$ cat src/rtl/nsx_alu_regs.svh
// Summary of operation
// - Swap nibbles, opcodes F0/F1, four cycles.
// - Zero flag set when result is zero.
// - Sign flag takes result bit seven.
// - Complement test: flags only, operands kept.
// - Complement test opcodes 62-66, 4 or 6 cycles.
// - Plain test opcodes 72-76, flags only.
// - Tests and XOR clear overflow, keep others.
// - XOR writes result, opcodes B2-B6.
// - Wait halts fetch, DMA still proceeds.
// - Internal or fast interrupt ends wait.
// - Held in reset while ext_reset_n low.
// - CPU clock at most 8 MHz.
`ifndef NSX_ALU_REGS_SVH
`define NSX_ALU_REGS_SVH
// Opcodes of the handled instructions.
`define NSX_OP_SWAP_R   8'hF0
`define NSX_OP_SWAP_IR  8'hF1
`define NSX_OP_CMASK_BASE 8'h62
`define NSX_OP_MASK_BASE  8'h72
`define NSX_OP_XOR_BASE 8'hB2
`define NSX_OP_WAIT     8'h3F
// Operand form offsets from each family base.
`define NSX_FORM_RR     3'h0
`define NSX_FORM_RIR    3'h1
`define NSX_FORM_GR     3'h2
`define NSX_FORM_GIR    3'h3
`define NSX_FORM_IM     3'h4
// Cycle counts.
`define NSX_CYC_SHORT   3'h4
`define NSX_CYC_LONG    3'h6
// Flag bit positions in the flag byte.
`define NSX_FLG_C       7
`define NSX_FLG_Z       6
`define NSX_FLG_S       5
`define NSX_FLG_V       4
// Clock limit in kHz and the reference clock in kHz.
`define NSX_CPU_MAX_KHZ 8000
`define NSX_REF_KHZ     200000
`endif

$ cat src/rtl/nsx_alu_pkg.sv
`default_nettype none
// ****************************************
// Types shared by the datapath.
// ****************************************
package nsx_alu_pkg;
  // Operation class decoded from the opcode.
  typedef enum logic [2:0] {
    NSX_K_NONE = 3'h0,
    NSX_K_SWAP = 3'h1,
    NSX_K_CMASK = 3'h2,
    NSX_K_MASK  = 3'h3,
    NSX_K_XOR  = 3'h4,
    NSX_K_WAIT = 3'h5
  } nsx_kind_e;
  // Sequencer states, Gray coded from IDLE through HOLD along the usual path.
  typedef enum logic [2:0] {
    NSX_S_IDLE = 3'b000,
    NSX_S_RDD  = 3'b001,
    NSX_S_RDS  = 3'b011,
    NSX_S_EXE  = 3'b010,
    NSX_S_HOLD = 3'b110,
    NSX_S_WAIT = 3'b111
  } nsx_state_e;
endpackage
`default_nettype wire

$ cat src/rtl/nsx_alu.sv
`default_nettype none
`include "nsx_alu_regs.svh"
// ****************************************
// Datapath for swap, mask tests, XOR and wait.
// ****************************************
module nsx_alu
  import nsx_alu_pkg::*;
(
  // Clock and resets.
  input  wire logic       ref_clk_i,
  input  wire logic       rst_i,
  input  wire logic       ext_reset_n_i,
  // Instruction issue.
  input  wire logic       op_valid_i,
  input  wire logic [7:0] opcode_i,
  input  wire logic [7:0] dst_addr_i,
  input  wire logic [7:0] src_i,
  output logic            op_ready_o,
  output logic            op_done_o,
  output logic            op_illegal_o,
  // Register file access.
  output logic            rf_re_o,
  output logic [7:0]      rf_raddr_o,
  input  wire logic [7:0] rf_rdata_i,
  output logic            rf_we_o,
  output logic [7:0]      rf_waddr_o,
  output logic [7:0]      rf_wdata_o,
  // Flags and interrupt wait.
  output logic [7:0]      flags_o,
  input  wire logic       int_req_i,
  input  wire logic       fast_int_req_i,
  input  wire logic       dma_req_i,
  output logic            waiting_o,
  output logic            int_svc_o,
  output logic            dma_grant_o,
  output logic            core_rst_o
);
  // CPU clock limit check at the start of simulation.
  localparam int unsigned MAXK = `NSX_CPU_MAX_KHZ;

  // State of the block.
  typedef struct packed {
    nsx_state_e st;     // Sequencer state.
    nsx_kind_e  kind;   // Current operation.
    logic [2:0] form;   // Operand form.
    logic [2:0] cnt;    // Cycles left.
    logic [7:0] daddr;  // Destination address.
    logic [7:0] dval;   // Destination value.
    logic [7:0] sval;   // Source value or indirect pointer.
    logic [7:0] flags;  // Flag byte.
    logic       done;   // Completion pulse.
    logic       ill;    // Unknown opcode pulse.
    logic       we;     // Write strobe.
    logic [7:0] wd;     // Write data.
    logic       svc;    // Interrupt service pulse.
    logic [1:0] irq_sync; // Two-stage interrupt synchroniser.
  } nsx_state_s;

  nsx_state_s s_q, s_d;
  logic       rst_core;         // Synchronised pin reset.
  logic       rst_all;          // Either reset.
  logic       irq_s;            // Synchronised interrupt.
  logic [7:0] res;              // Operation result.

  // Pin reset passes the synchroniser.
  nsx_alu_rstsync u_rst (
    .ref_clk_i     (ref_clk_i),
    .ext_reset_n_i (ext_reset_n_i),
    .core_rst_o    (rst_core)
  );
  assign rst_all    = rst_i | rst_core;
  assign core_rst_o = rst_core;

  // Decodes an opcode into its family only; the form is worked out by the caller.
  function automatic nsx_kind_e kind_of(input logic [7:0] op);
    logic [7:0] lo;
    lo = op & 8'h0F;
    kind_of = NSX_K_NONE;
    if (op == `NSX_OP_SWAP_R || op == `NSX_OP_SWAP_IR) begin
      kind_of = NSX_K_SWAP;
    end else if (op == `NSX_OP_WAIT) begin
      kind_of = NSX_K_WAIT;
    end else if (lo >= 8'h02 && lo <= 8'h06) begin
      if (op[7:4] == 4'h6) begin
        kind_of = NSX_K_CMASK;
      end else if (op[7:4] == 4'h7) begin
        kind_of = NSX_K_MASK;
      end else if (op[7:4] == 4'hB) begin
        kind_of = NSX_K_XOR;
      end
    end
  endfunction

  // Interrupt requests come from other logic but are synchronised for safety.
  // Only the second stage of the chain is read by the sequencer.
  assign irq_s = s_q.irq_sync[1];

  // Result of the current operation.
  always_comb begin
    case (s_q.kind)
      NSX_K_SWAP: res = {s_q.dval[3:0], s_q.dval[7:4]};
      NSX_K_CMASK: res = ~s_q.dval & s_q.sval;
      NSX_K_MASK:  res = s_q.dval & s_q.sval;
      NSX_K_XOR:  res = s_q.dval ^ s_q.sval;
      default:    res = 8'h00;
    endcase
  end

  // Next-state logic.
  always_comb begin
    s_d      = s_q;
    s_d.done = 1'b0;
    s_d.ill  = 1'b0;
    s_d.we   = 1'b0;
    s_d.svc  = 1'b0;
    // Interrupt request shifts through the two-stage chain every cycle.
    s_d.irq_sync = {s_q.irq_sync[0], int_req_i | fast_int_req_i};
    rf_re_o    = 1'b0;
    rf_raddr_o = 8'h00;
    if (s_q.cnt != 3'h0) begin
      s_d.cnt = s_q.cnt - 3'h1;
    end
    case (s_q.st)
      NSX_S_IDLE: begin
        if (op_valid_i) begin
          s_d.kind  = kind_of(opcode_i);
          s_d.form  = 3'(opcode_i[2:0] - 3'h2);
          s_d.daddr = dst_addr_i;
          s_d.sval  = src_i;
          if (s_d.kind == NSX_K_NONE) begin
            s_d.ill = 1'b1;
          end else if (s_d.kind == NSX_K_WAIT) begin
            s_d.st = NSX_S_WAIT;
          end else begin
            s_d.st = NSX_S_RDD;
            if (s_d.kind == NSX_K_SWAP) begin
              s_d.form = opcode_i[0] ? `NSX_FORM_RIR : `NSX_FORM_RR;
              s_d.cnt  = `NSX_CYC_SHORT - 3'h1;
            end else if (s_d.form == `NSX_FORM_RR) begin
              s_d.cnt = `NSX_CYC_SHORT - 3'h1;
            end else begin
              s_d.cnt = `NSX_CYC_LONG - 3'h1;
            end
          end
        end
      end
      NSX_S_RDD: begin
        // Swap indirect: read pointer first, then the addressed byte.
        rf_re_o    = 1'b1;
        rf_raddr_o = s_q.daddr;
        if (s_q.kind == NSX_K_SWAP && s_q.form == `NSX_FORM_RIR) begin
          s_d.daddr = rf_rdata_i;
          s_d.form  = `NSX_FORM_RR;
        end else begin
          s_d.dval = rf_rdata_i;
          s_d.st   = (s_q.kind == NSX_K_SWAP || s_q.form == `NSX_FORM_IM)
                     ? NSX_S_EXE : NSX_S_RDS;
        end
      end
      NSX_S_RDS: begin
        // Source register read, twice through the pointer for indirect forms.
        rf_re_o    = 1'b1;
        rf_raddr_o = s_q.sval;
        s_d.sval   = rf_rdata_i;
        if (s_q.form == `NSX_FORM_RIR || s_q.form == `NSX_FORM_GIR) begin
          s_d.form = `NSX_FORM_RR;
        end else begin
          s_d.st = NSX_S_EXE;
        end
      end
      NSX_S_EXE: begin
        s_d.flags[`NSX_FLG_Z] = (res == 8'h00);
        s_d.flags[`NSX_FLG_S] = res[7];
        if (s_q.kind != NSX_K_SWAP) begin
          s_d.flags[`NSX_FLG_V] = 1'b0;
        end
        // Only swap and XOR write back; tests leave operands alone.
        if (s_q.kind == NSX_K_SWAP || s_q.kind == NSX_K_XOR) begin
          s_d.we = 1'b1;
          s_d.wd = res;
        end
        s_d.st = NSX_S_HOLD;
      end
      NSX_S_HOLD: begin
        // Pads out the documented cycle count.
        // Done leaves on the edge that ends the last counted cycle.
        if (s_q.cnt == 3'h0) begin
          s_d.done = 1'b1;
          s_d.st   = NSX_S_IDLE;
          s_d.cnt  = 3'h0;
        end
      end
      NSX_S_WAIT: begin
        if (irq_s) begin
          s_d.svc  = 1'b1;
          s_d.done = 1'b1;
          s_d.st   = NSX_S_IDLE;
        end
      end
      default: s_d.st = NSX_S_IDLE;
    endcase
  end

  // State register.
  always_ff @(posedge ref_clk_i or posedge rst_all) begin
    if (rst_all) begin
      s_q <= '0;
    end else begin
      s_q <= s_d;
    end
  end

  // Outputs.
  assign op_ready_o   = (s_q.st == NSX_S_IDLE);
  assign op_done_o    = s_q.done;
  assign op_illegal_o = s_q.ill;
  assign rf_we_o      = s_q.we;
  assign rf_waddr_o   = s_q.daddr;
  assign rf_wdata_o   = s_q.wd;
  assign flags_o      = s_q.flags;
  assign waiting_o    = (s_q.st == NSX_S_WAIT);
  assign int_svc_o    = s_q.svc;
  assign dma_grant_o  = dma_req_i & (s_q.st == NSX_S_WAIT || s_q.st == NSX_S_IDLE);

  // ****************************************
  // Assertions.
  // ****************************************
  initial begin
    if (`NSX_REF_KHZ / 25 > MAXK) begin
      $error("CPU clock above limit");
    end
  end

  AST_SWAP_RESULT: assert property (@(posedge ref_clk_i) disable iff (rst_all)
    (s_q.st == NSX_S_EXE && s_q.kind == NSX_K_SWAP) |=> rf_we_o
      && rf_wdata_o == {$past(s_q.dval[3:0]), $past(s_q.dval[7:4])})
    else $error("swap result wrong");
  AST_ZERO_FLAG: assert property (@(posedge ref_clk_i) disable iff (rst_all)
    (s_q.st == NSX_S_EXE) |=> flags_o[`NSX_FLG_Z] == ($past(res) == 8'h00))
    else $error("zero flag wrong");
  AST_SIGN_FLAG: assert property (@(posedge ref_clk_i) disable iff (rst_all)
    (s_q.st == NSX_S_EXE) |=> flags_o[`NSX_FLG_S] == $past(res[7]))
    else $error("sign flag wrong");
  AST_TEST_NOWRITE: assert property (@(posedge ref_clk_i) disable iff (rst_all)
    (s_q.st == NSX_S_EXE && (s_q.kind == NSX_K_CMASK || s_q.kind == NSX_K_MASK)) |=> !rf_we_o)
    else $error("mask test wrote an operand");
  AST_SHORT_CYCLES: assert property (@(posedge ref_clk_i) disable iff (rst_all)
    (op_ready_o && op_valid_i && (opcode_i == 8'h62 || opcode_i == 8'hF0)) |-> ##5 op_done_o)
    else $error("short form cycle count wrong");
  AST_LONG_CYCLES: assert property (@(posedge ref_clk_i) disable iff (rst_all)
    (op_ready_o && op_valid_i && (opcode_i == 8'h74 || opcode_i == 8'h76)) |-> ##7 op_done_o)
    else $error("long form cycle count wrong");
  AST_V_CLEAR: assert property (@(posedge ref_clk_i) disable iff (rst_all)
    (s_q.st == NSX_S_EXE && s_q.kind != NSX_K_SWAP) |=> !flags_o[`NSX_FLG_V]
      && flags_o[`NSX_FLG_C] == $past(flags_o[`NSX_FLG_C]))
    else $error("overflow not cleared");
  AST_WAIT_HOLD: assert property (@(posedge ref_clk_i) disable iff (rst_all)
    (waiting_o && !irq_s) |=> waiting_o && !op_ready_o)
    else $error("wait left without interrupt");
  AST_WAIT_WAKE: assert property (@(posedge ref_clk_i) disable iff (rst_all)
    (waiting_o && irq_s) |=> int_svc_o && op_ready_o)
    else $error("wait not released");
  COV_SWAP: cover property (@(posedge ref_clk_i) s_q.kind == NSX_K_SWAP && op_done_o);
  COV_XOR: cover property (@(posedge ref_clk_i) s_q.kind == NSX_K_XOR && rf_we_o);
  COV_WAKE: cover property (@(posedge ref_clk_i) int_svc_o);
endmodule
`default_nettype wire

$ cat src/rtl/nsx_alu_rstsync.sv
`default_nettype none
// ****************************************
// Reset synchroniser for the active-low reset pin.
// ****************************************
module nsx_alu_rstsync (
  // Clock and pin.
  input  wire logic ref_clk_i,
  input  wire logic ext_reset_n_i,
  // Reset towards the core.
  output logic      core_rst_o
);
  logic [1:0] sync_q; // Two-stage shift chain.

  // Reset asserts at once and releases two edges after the pin goes high.
  always_ff @(posedge ref_clk_i or negedge ext_reset_n_i) begin
    if (!ext_reset_n_i) begin
      sync_q <= 2'h0;
    end else begin
      sync_q <= {sync_q[0], 1'b1};
    end
  end
  assign core_rst_o = ~sync_q[1];
endmodule
`default_nettype wire

$ cat config.mk
export PLATFORM = sky130hd
export DESIGN_NAME = nsx_alu
export DESIGN_NICKNAME = d
export VERILOG_FILES = /design/src/rtl/nsx_alu_pkg.sv /design/src/rtl/nsx_alu.sv /design/src/rtl/nsx_alu_rstsync.sv
export VERILOG_INCLUDE_DIRS = /design/src /design/src/rtl
export SDC_FILE = /design/constraint.sdc
export NUM_CORES = 1
export LEC_CHECK = 0
export ABC_CLOCK_PERIOD_IN_PS = 4300
export BUFFER_PORTS_ARGS = -buffer_cell sky130_fd_sc_hd__buf_2
export CAP_MARGIN = 20
export CORE_MARGIN = 5
export CORE_UTILIZATION = 54
export CTS_CLUSTER_DIAMETER = 60
export DETAILED_ROUTE_END_ITERATION = 10
export PLACE_DENSITY = 0.89
export SETUP_SLACK_MARGIN = 0.05
export SLEW_MARGIN = 20
export SYNTH_ARGS = -nofsm -noshare
export SYNTH_HDL_FRONTEND = slang
export SYNTH_SLANG_ARGS = --single-unit
$ cat constraint.sdc
create_clock -name ref_clk_i -period 4.3 [get_ports ref_clk_i]
set_input_delay 0.215 -clock ref_clk_i [delete_from_list [all_inputs] [get_ports ref_clk_i]]
set_output_delay 0.215 -clock ref_clk_i [all_outputs]
set_load 0.05 [all_outputs]
Word-level counts from Yosys, hierarchy flattened --
Cells that the tools add are included.
Operators by class: multiplexer cells 45, equality and inequality tests 28, add/subtract/negate cells 2, order comparisons 2, reduce and logical (&&, ||, !) cells 24, bitwise operators 9
Operator list (number):
- two-way mux 3 bit | 21
- one-hot mux 8 bit (2 select lines) | 3
- one-hot mux 8 bit (4 select lines) | 1
- two-way mux 20 bit | 1
- two-way mux 9 bit | 2
- one-hot mux 3 bit (6 select lines) | 1
- bitwise AND 8 bit | 2
- == test 8 bit (second input constant) | 2
- two-way mux 8 bit | 2
- == test 3 x 2 -> 1 bit (second input constant) | 5
- == test 3 bit (second input constant) | 5
- != test 2 bit (second input constant) | 7
- == test 3 x 1 -> 1 bit (second input constant) | 4
- logical NOT 3 bit | 4
- two-way mux 6 bit | 2
- two-way mux 1 bit | 9
- one-hot mux 3 bit (3 select lines) | 1
- == test 4 x 3 -> 1 bit (second input constant) | 2
- == test 8 x 6 -> 1 bit (second input constant) | 1
- logical NOT 8 bit | 1
- inverter 8 bit | 1
- AND reduction 2 bit | 4
- bitwise XOR 8 bit | 1
- one-hot mux 3 bit (2 select lines) | 1
- other kinds (18) | 27
Word-level totals: output and inout bits 41, word-level logic and storage cells 125, register bits 54

Longest topological paths before layout --
depth in word-level cells 15, gate-level depth with buffers 8, gate-level depth less buffers 8

Modules after synthesis --
From an unflattened synthesis, not the netlist that was laid out.
Unflattened totals: cells, all modules 385, area total of the unflattened synthesis 3314.4 µm²
Modules (own cells, without submodules):
- nsx_alu | times used 1, area an instance 3256.9 µm², cells each 381
- nsx_alu_rstsync | times used 1, area an instance 57.6 µm², cells each 4

Worst setup path before layout --
Ideal clock, no wire load.
path type register -> register, from register s_q[57] (netlist name), to register s_q[52] (netlist name), stages on the path, launching flop included 6, arrival 2.552 ns, buffers on the path 1, setup slack 1.615 ns, cell sequence dfrtp_1 -> buf_2 -> nor3_1 -> nand2_1 -> a2111oi_0 -> nor2_1
On the way: longest elaborated chain between the ends 2
RTL lines:
- start: declaration | line nsx_alu.sv:59 | nsx_state_s s_q, s_d;
- start signal: assignment | line nsx_alu.sv:207 | s_q <= '0;
- start signal: assignment | line nsx_alu.sv:209 | s_q <= s_d;
- logical NOT 3 bit
- via op_ready_o | line nsx_alu.sv:18 | output logic op_ready_o,
- AND reduction 2 bit (no source line)
The timed path passes the listed nets, and every way through them passes these cells. A chain may end at the register's enable or synchronous reset.

Worst setup path after layout --
from register s_q[56] (netlist name), to register s_q (netlist bit rf_waddr_o[2])
On the way: longest elaborated chain between the ends 3, elaborated cells between the ends (all ways) 7, classes of those cells 3 x eq/ne; 1 x mux; 3 x reduce/logical
RTL lines:
- == test 3 x 1 -> 1 bit / logical NOT 3 bit (equally long branches) | line nsx_alu.sv:123 | case (s_q.st)
- != test 2 bit (no source line) / nonzero test 2 bit (equally long branches)
- AND reduction 3 bit (no source line)
Parallel ways exist; a longest one is shown, timed or not.

==> flow_summary.json <==
{
  "status": "completed",
  "drive_gt1_share_pct": 21.48,
  "grt_pass1_wl_mm": 13.13,
  "reg2reg_from": "s_q[56]",
  "syn_avg_cell_area_um2": 8.448,
  "hold_end": "s_d[1]",
  "antenna_found_initial": 0,
  "ir_drop_v": 0.0004866,
  "diodes": 0,
  "root_buffer": "clkbuf_8",
  "fin_crit_sh_pct": 61.36,
  "cts_buffers": 5,
  "clockBufferDepth": 2,
  "rr_endpoint": "rf_waddr_o[2]",
  "grt_start_max_net_pins": 53,
  "die_area_um2": 7781,
  "finalSetupViolCount": 0,
  "crit_family": "compound AO/OA/AOI/OAI gates",
  "insertion_delay_ns": 0.31,
  "ys.flop_type": "dfrtp_1",
  "ys_async_sr_fraction_pct": 100.0,
  "synth_cell_types": 46,
  "nets": 475,
  "cp_num_buf_inv": 0,
  "whs_ns": 0.09178,
  "final_common_cell": "buf_2",
  "vias": 2869,
  "switchingPower_mw": 1.372,
  "cts_tree": "built",
  "p_clk_share_pct": 10.6,
  "synthToLayoutAreaGrowth_pct": 9.394,
  "p_comb_share_pct": 52.7,
  "die_y_um": 88.21,
  "reg2reg_slack_ns": 1.66,
  "crit_path_cell_trace": "nor3_1, and2_0, a21oi_1, o21ai_0",
  "rsz0062_at_grt": "false",
  "drv_slew": 0,
  "hold_viol": 0,
  "track_usage_pct": 21.37,
  "start_kind": "flip-flop",
  "cp-end-kind": "flip-flop",
  "clock-sinks": 54,
  "initial_core_util_pct": 55.79,
  "hpwl_mm": 5.812,
  "drc": 0,
  "fillCellCount": 518,
  "io_pins": 80,
  "p_per_area_nw_per_um2": 740.0,
  "rr_worst_depth": 4,
  "required_ns": 4.45,
  "relSlewSlack_pct": 39.29,
  "cpPeakStageDelay_ns": 0.82,
  "tightestPinTransition_ns": 0.9106,
  "setup_tns_ns": 0,
  "drtAntennaViolNets": 0,
  "dieWidth_um": 88.21,
  "hp-class": "in -> reg",
  "clock-skew-final_ns": 0.004293,
  "syn_inst": 391,
  "drtIter0Drc": 149,
  "leakage_nw": 1.725,
  "hold_path_depth": 2,
  "wl_mm": 7.734,
  "cp.depth": 4,
  "port_buffers": 73,
  "min_from": "int_req_i",
  "critPathKind": "reg -> reg",
  "dr.pass1.iters": 5,
  "ys_seq_area_share_pct": 40.91,
  "grt_pass1_vias": 2789,
  "grt_overflow": 0,
  "gp_congestion": 0.8706,
  "yosys_warnings": 0,
  "wire_per_inst_um": 15.22,
  "synth-edff-count": 0,
  "syn_area_um2": 3303,
  "cp_max_fo": 19,
  "seqPwrFrac_pct": 36.7,
  "final_cell_mix": "buf_2, nand2_1, dfrtp_1",
  "cap_violations": 0,
  "switching_share_pct": 51.32,
  "num_rows": 28,
  "arrival_ns": 2.79,
  "internal_power_mw": 1.302,
  "cp_slowest_cell": "a21oi_1",
  "period_needed_ns": 2.639,
  "synth-seq-cells": 54,
  "htreeDepth": 2,
  "vias_per_cell": 5.648,
  "clk_pin_slew_worst_paths_ns": 0.09,
  "max_freq_ghz": 0.3790,
  "cts_setup_buffers": 0,
  "core_area_um2": 5921
}
-- how the worst max path moves through the flow --
stage	start	end	slack, ns
floorplan	u_rst.sync_q[1]	flags_o[5]	0.75
global placement	s_q[56]	rf_waddr_o[0]	1.84
detailed placement	s_q[56]	rf_waddr_o[2]	1.70
CTS	s_q[56]	rf_waddr_o[2]	1.69
global route	s_q[56]	rf_waddr_o[1]	1.26
finish	s_q[56]	rf_waddr_o[2]	1.66
-- cells in the mapped netlist (4+ instances only) --
| cell | count | area, um2 |
|---|---|---|
| dfrtp_1 | 54 | 1351 |
| nand2_1 | 54 | 202.7 |
| nor2_1 | 41 | 153.9 |
| a21oi_1 | 32 | 160.2 |
| o21ai_0 | 30 | 150.1 |
| buf_4 | 26 | 195.2 |
| inv_1 | 15 | 56.30 |
| clkbuf_1 | 13 | 48.80 |
| mux2i_1 | 12 | 120.1 |
| and3_1 | 11 | 68.82 |
| a31oi_1 | 9 | 56.30 |
| nand3_1 | 9 | 45.04 |
| o22ai_1 | 9 | 56.30 |
| xnor2_1 | 9 | 78.83 |
| or4bb_1 | 8 | 90.09 |
| buf_2 | 7 | 35.03 |
| nand2b_1 | 5 | 31.28 |
| nor3_1 | 5 | 25.02 |
| ha_1 | 4 | 50.05 |
-- registers in the layout, summed over array words and instances, names as in the netlist --
signal	count
s_d	1
int_svc_o	1
rf_we_o	1
rf_wdata_o	8
irq_s	1
s_q	28
flags_o	2
u_rst.sync_q	2
op_done_o	1
op_illegal_o	1
rf_waddr_o	8
-- power by group through the flow --
stage	Sequential, mW	Clock (mW)	Combinational [mW]
6_report	0.982	0.283	1.41
5_1_grt	1.02	0.312	1.56
4_1_cts	0.977	0.290	1.41
3_5_place_dp	0.988	0	1.40
3_3_place_gp	0.966	0	1.36
2_1_floorplan	0.898	0	1.30
-- through the flow --
step	worst slack (ns)	power (mW)	utilization, %	std cells	area, um2
after global routing	1.261	2.890	61.03	508	3613
after global placement	1.839	2.325	59.40	499	3517
after floorplan	0.7470	2.201	-	396	3322
after detailed placement	1.702	2.389	59.40	499	3517
final	1.661	2.674	61.03	508	3613
after CTS	1.691	2.678	61.03	508	3613
-- cell families (layout without fill, tap and decap cells) --
kind of cell / Yosys count / after routing / share of synthesized area (%)
mux: 15 / 15 / 4.659
simple gates: 155 / 155 / 24.43
flops: 54 / 54 / 40.91
xor+xnor: 9 / 9 / 2.386
other cells: 2 / 7 / 0.2274
compound gates: 91 / 91 / 15.72
buf+inv: 61 / 98 / 10.15
fa+ha+maj: 4 / 4 / 1.515
-- cell type report --
class | count | area, um2 | share of cell area (%)
Timing Repair Buffer | 75 | 382.9 | 10.60
Tap cell | 75 | 93.84 | 2.597
Sequential cell | 54 | 1351 | 37.40
Clock buffer | 6 | 72.57 | 2.008
Inverter | 15 | 56.30 | 1.558
Clock inverter | 2 | 13.76 | 0.3809
Multi-Input combinational cell | 281 | 1643 | 45.46
-- what timing repair did --
| item | in CTS | in global routing |
|---|---|---|
| hold endpoints to repair | 2 | 0 |
| hold buffers | 1 | 0 |
| resized for setup | 0 | 0 |
| endpoints found under the setup margin | 0 | 0 |
-- layer usage --
metal  part of all wire [%]  GRT usage, %  vias to the layer above  wire length [um]
li1                       -             -                     1397                 -
met1                     42         28.76                     1329              3272
met2                     48         33.58                      131              3703
met3                    8.1         4.469                       12               627
met4                    1.7         9.203                        0               130
met5                      0             0                        -                 0
Note: power is estimated with default switching activity, not from simulation.
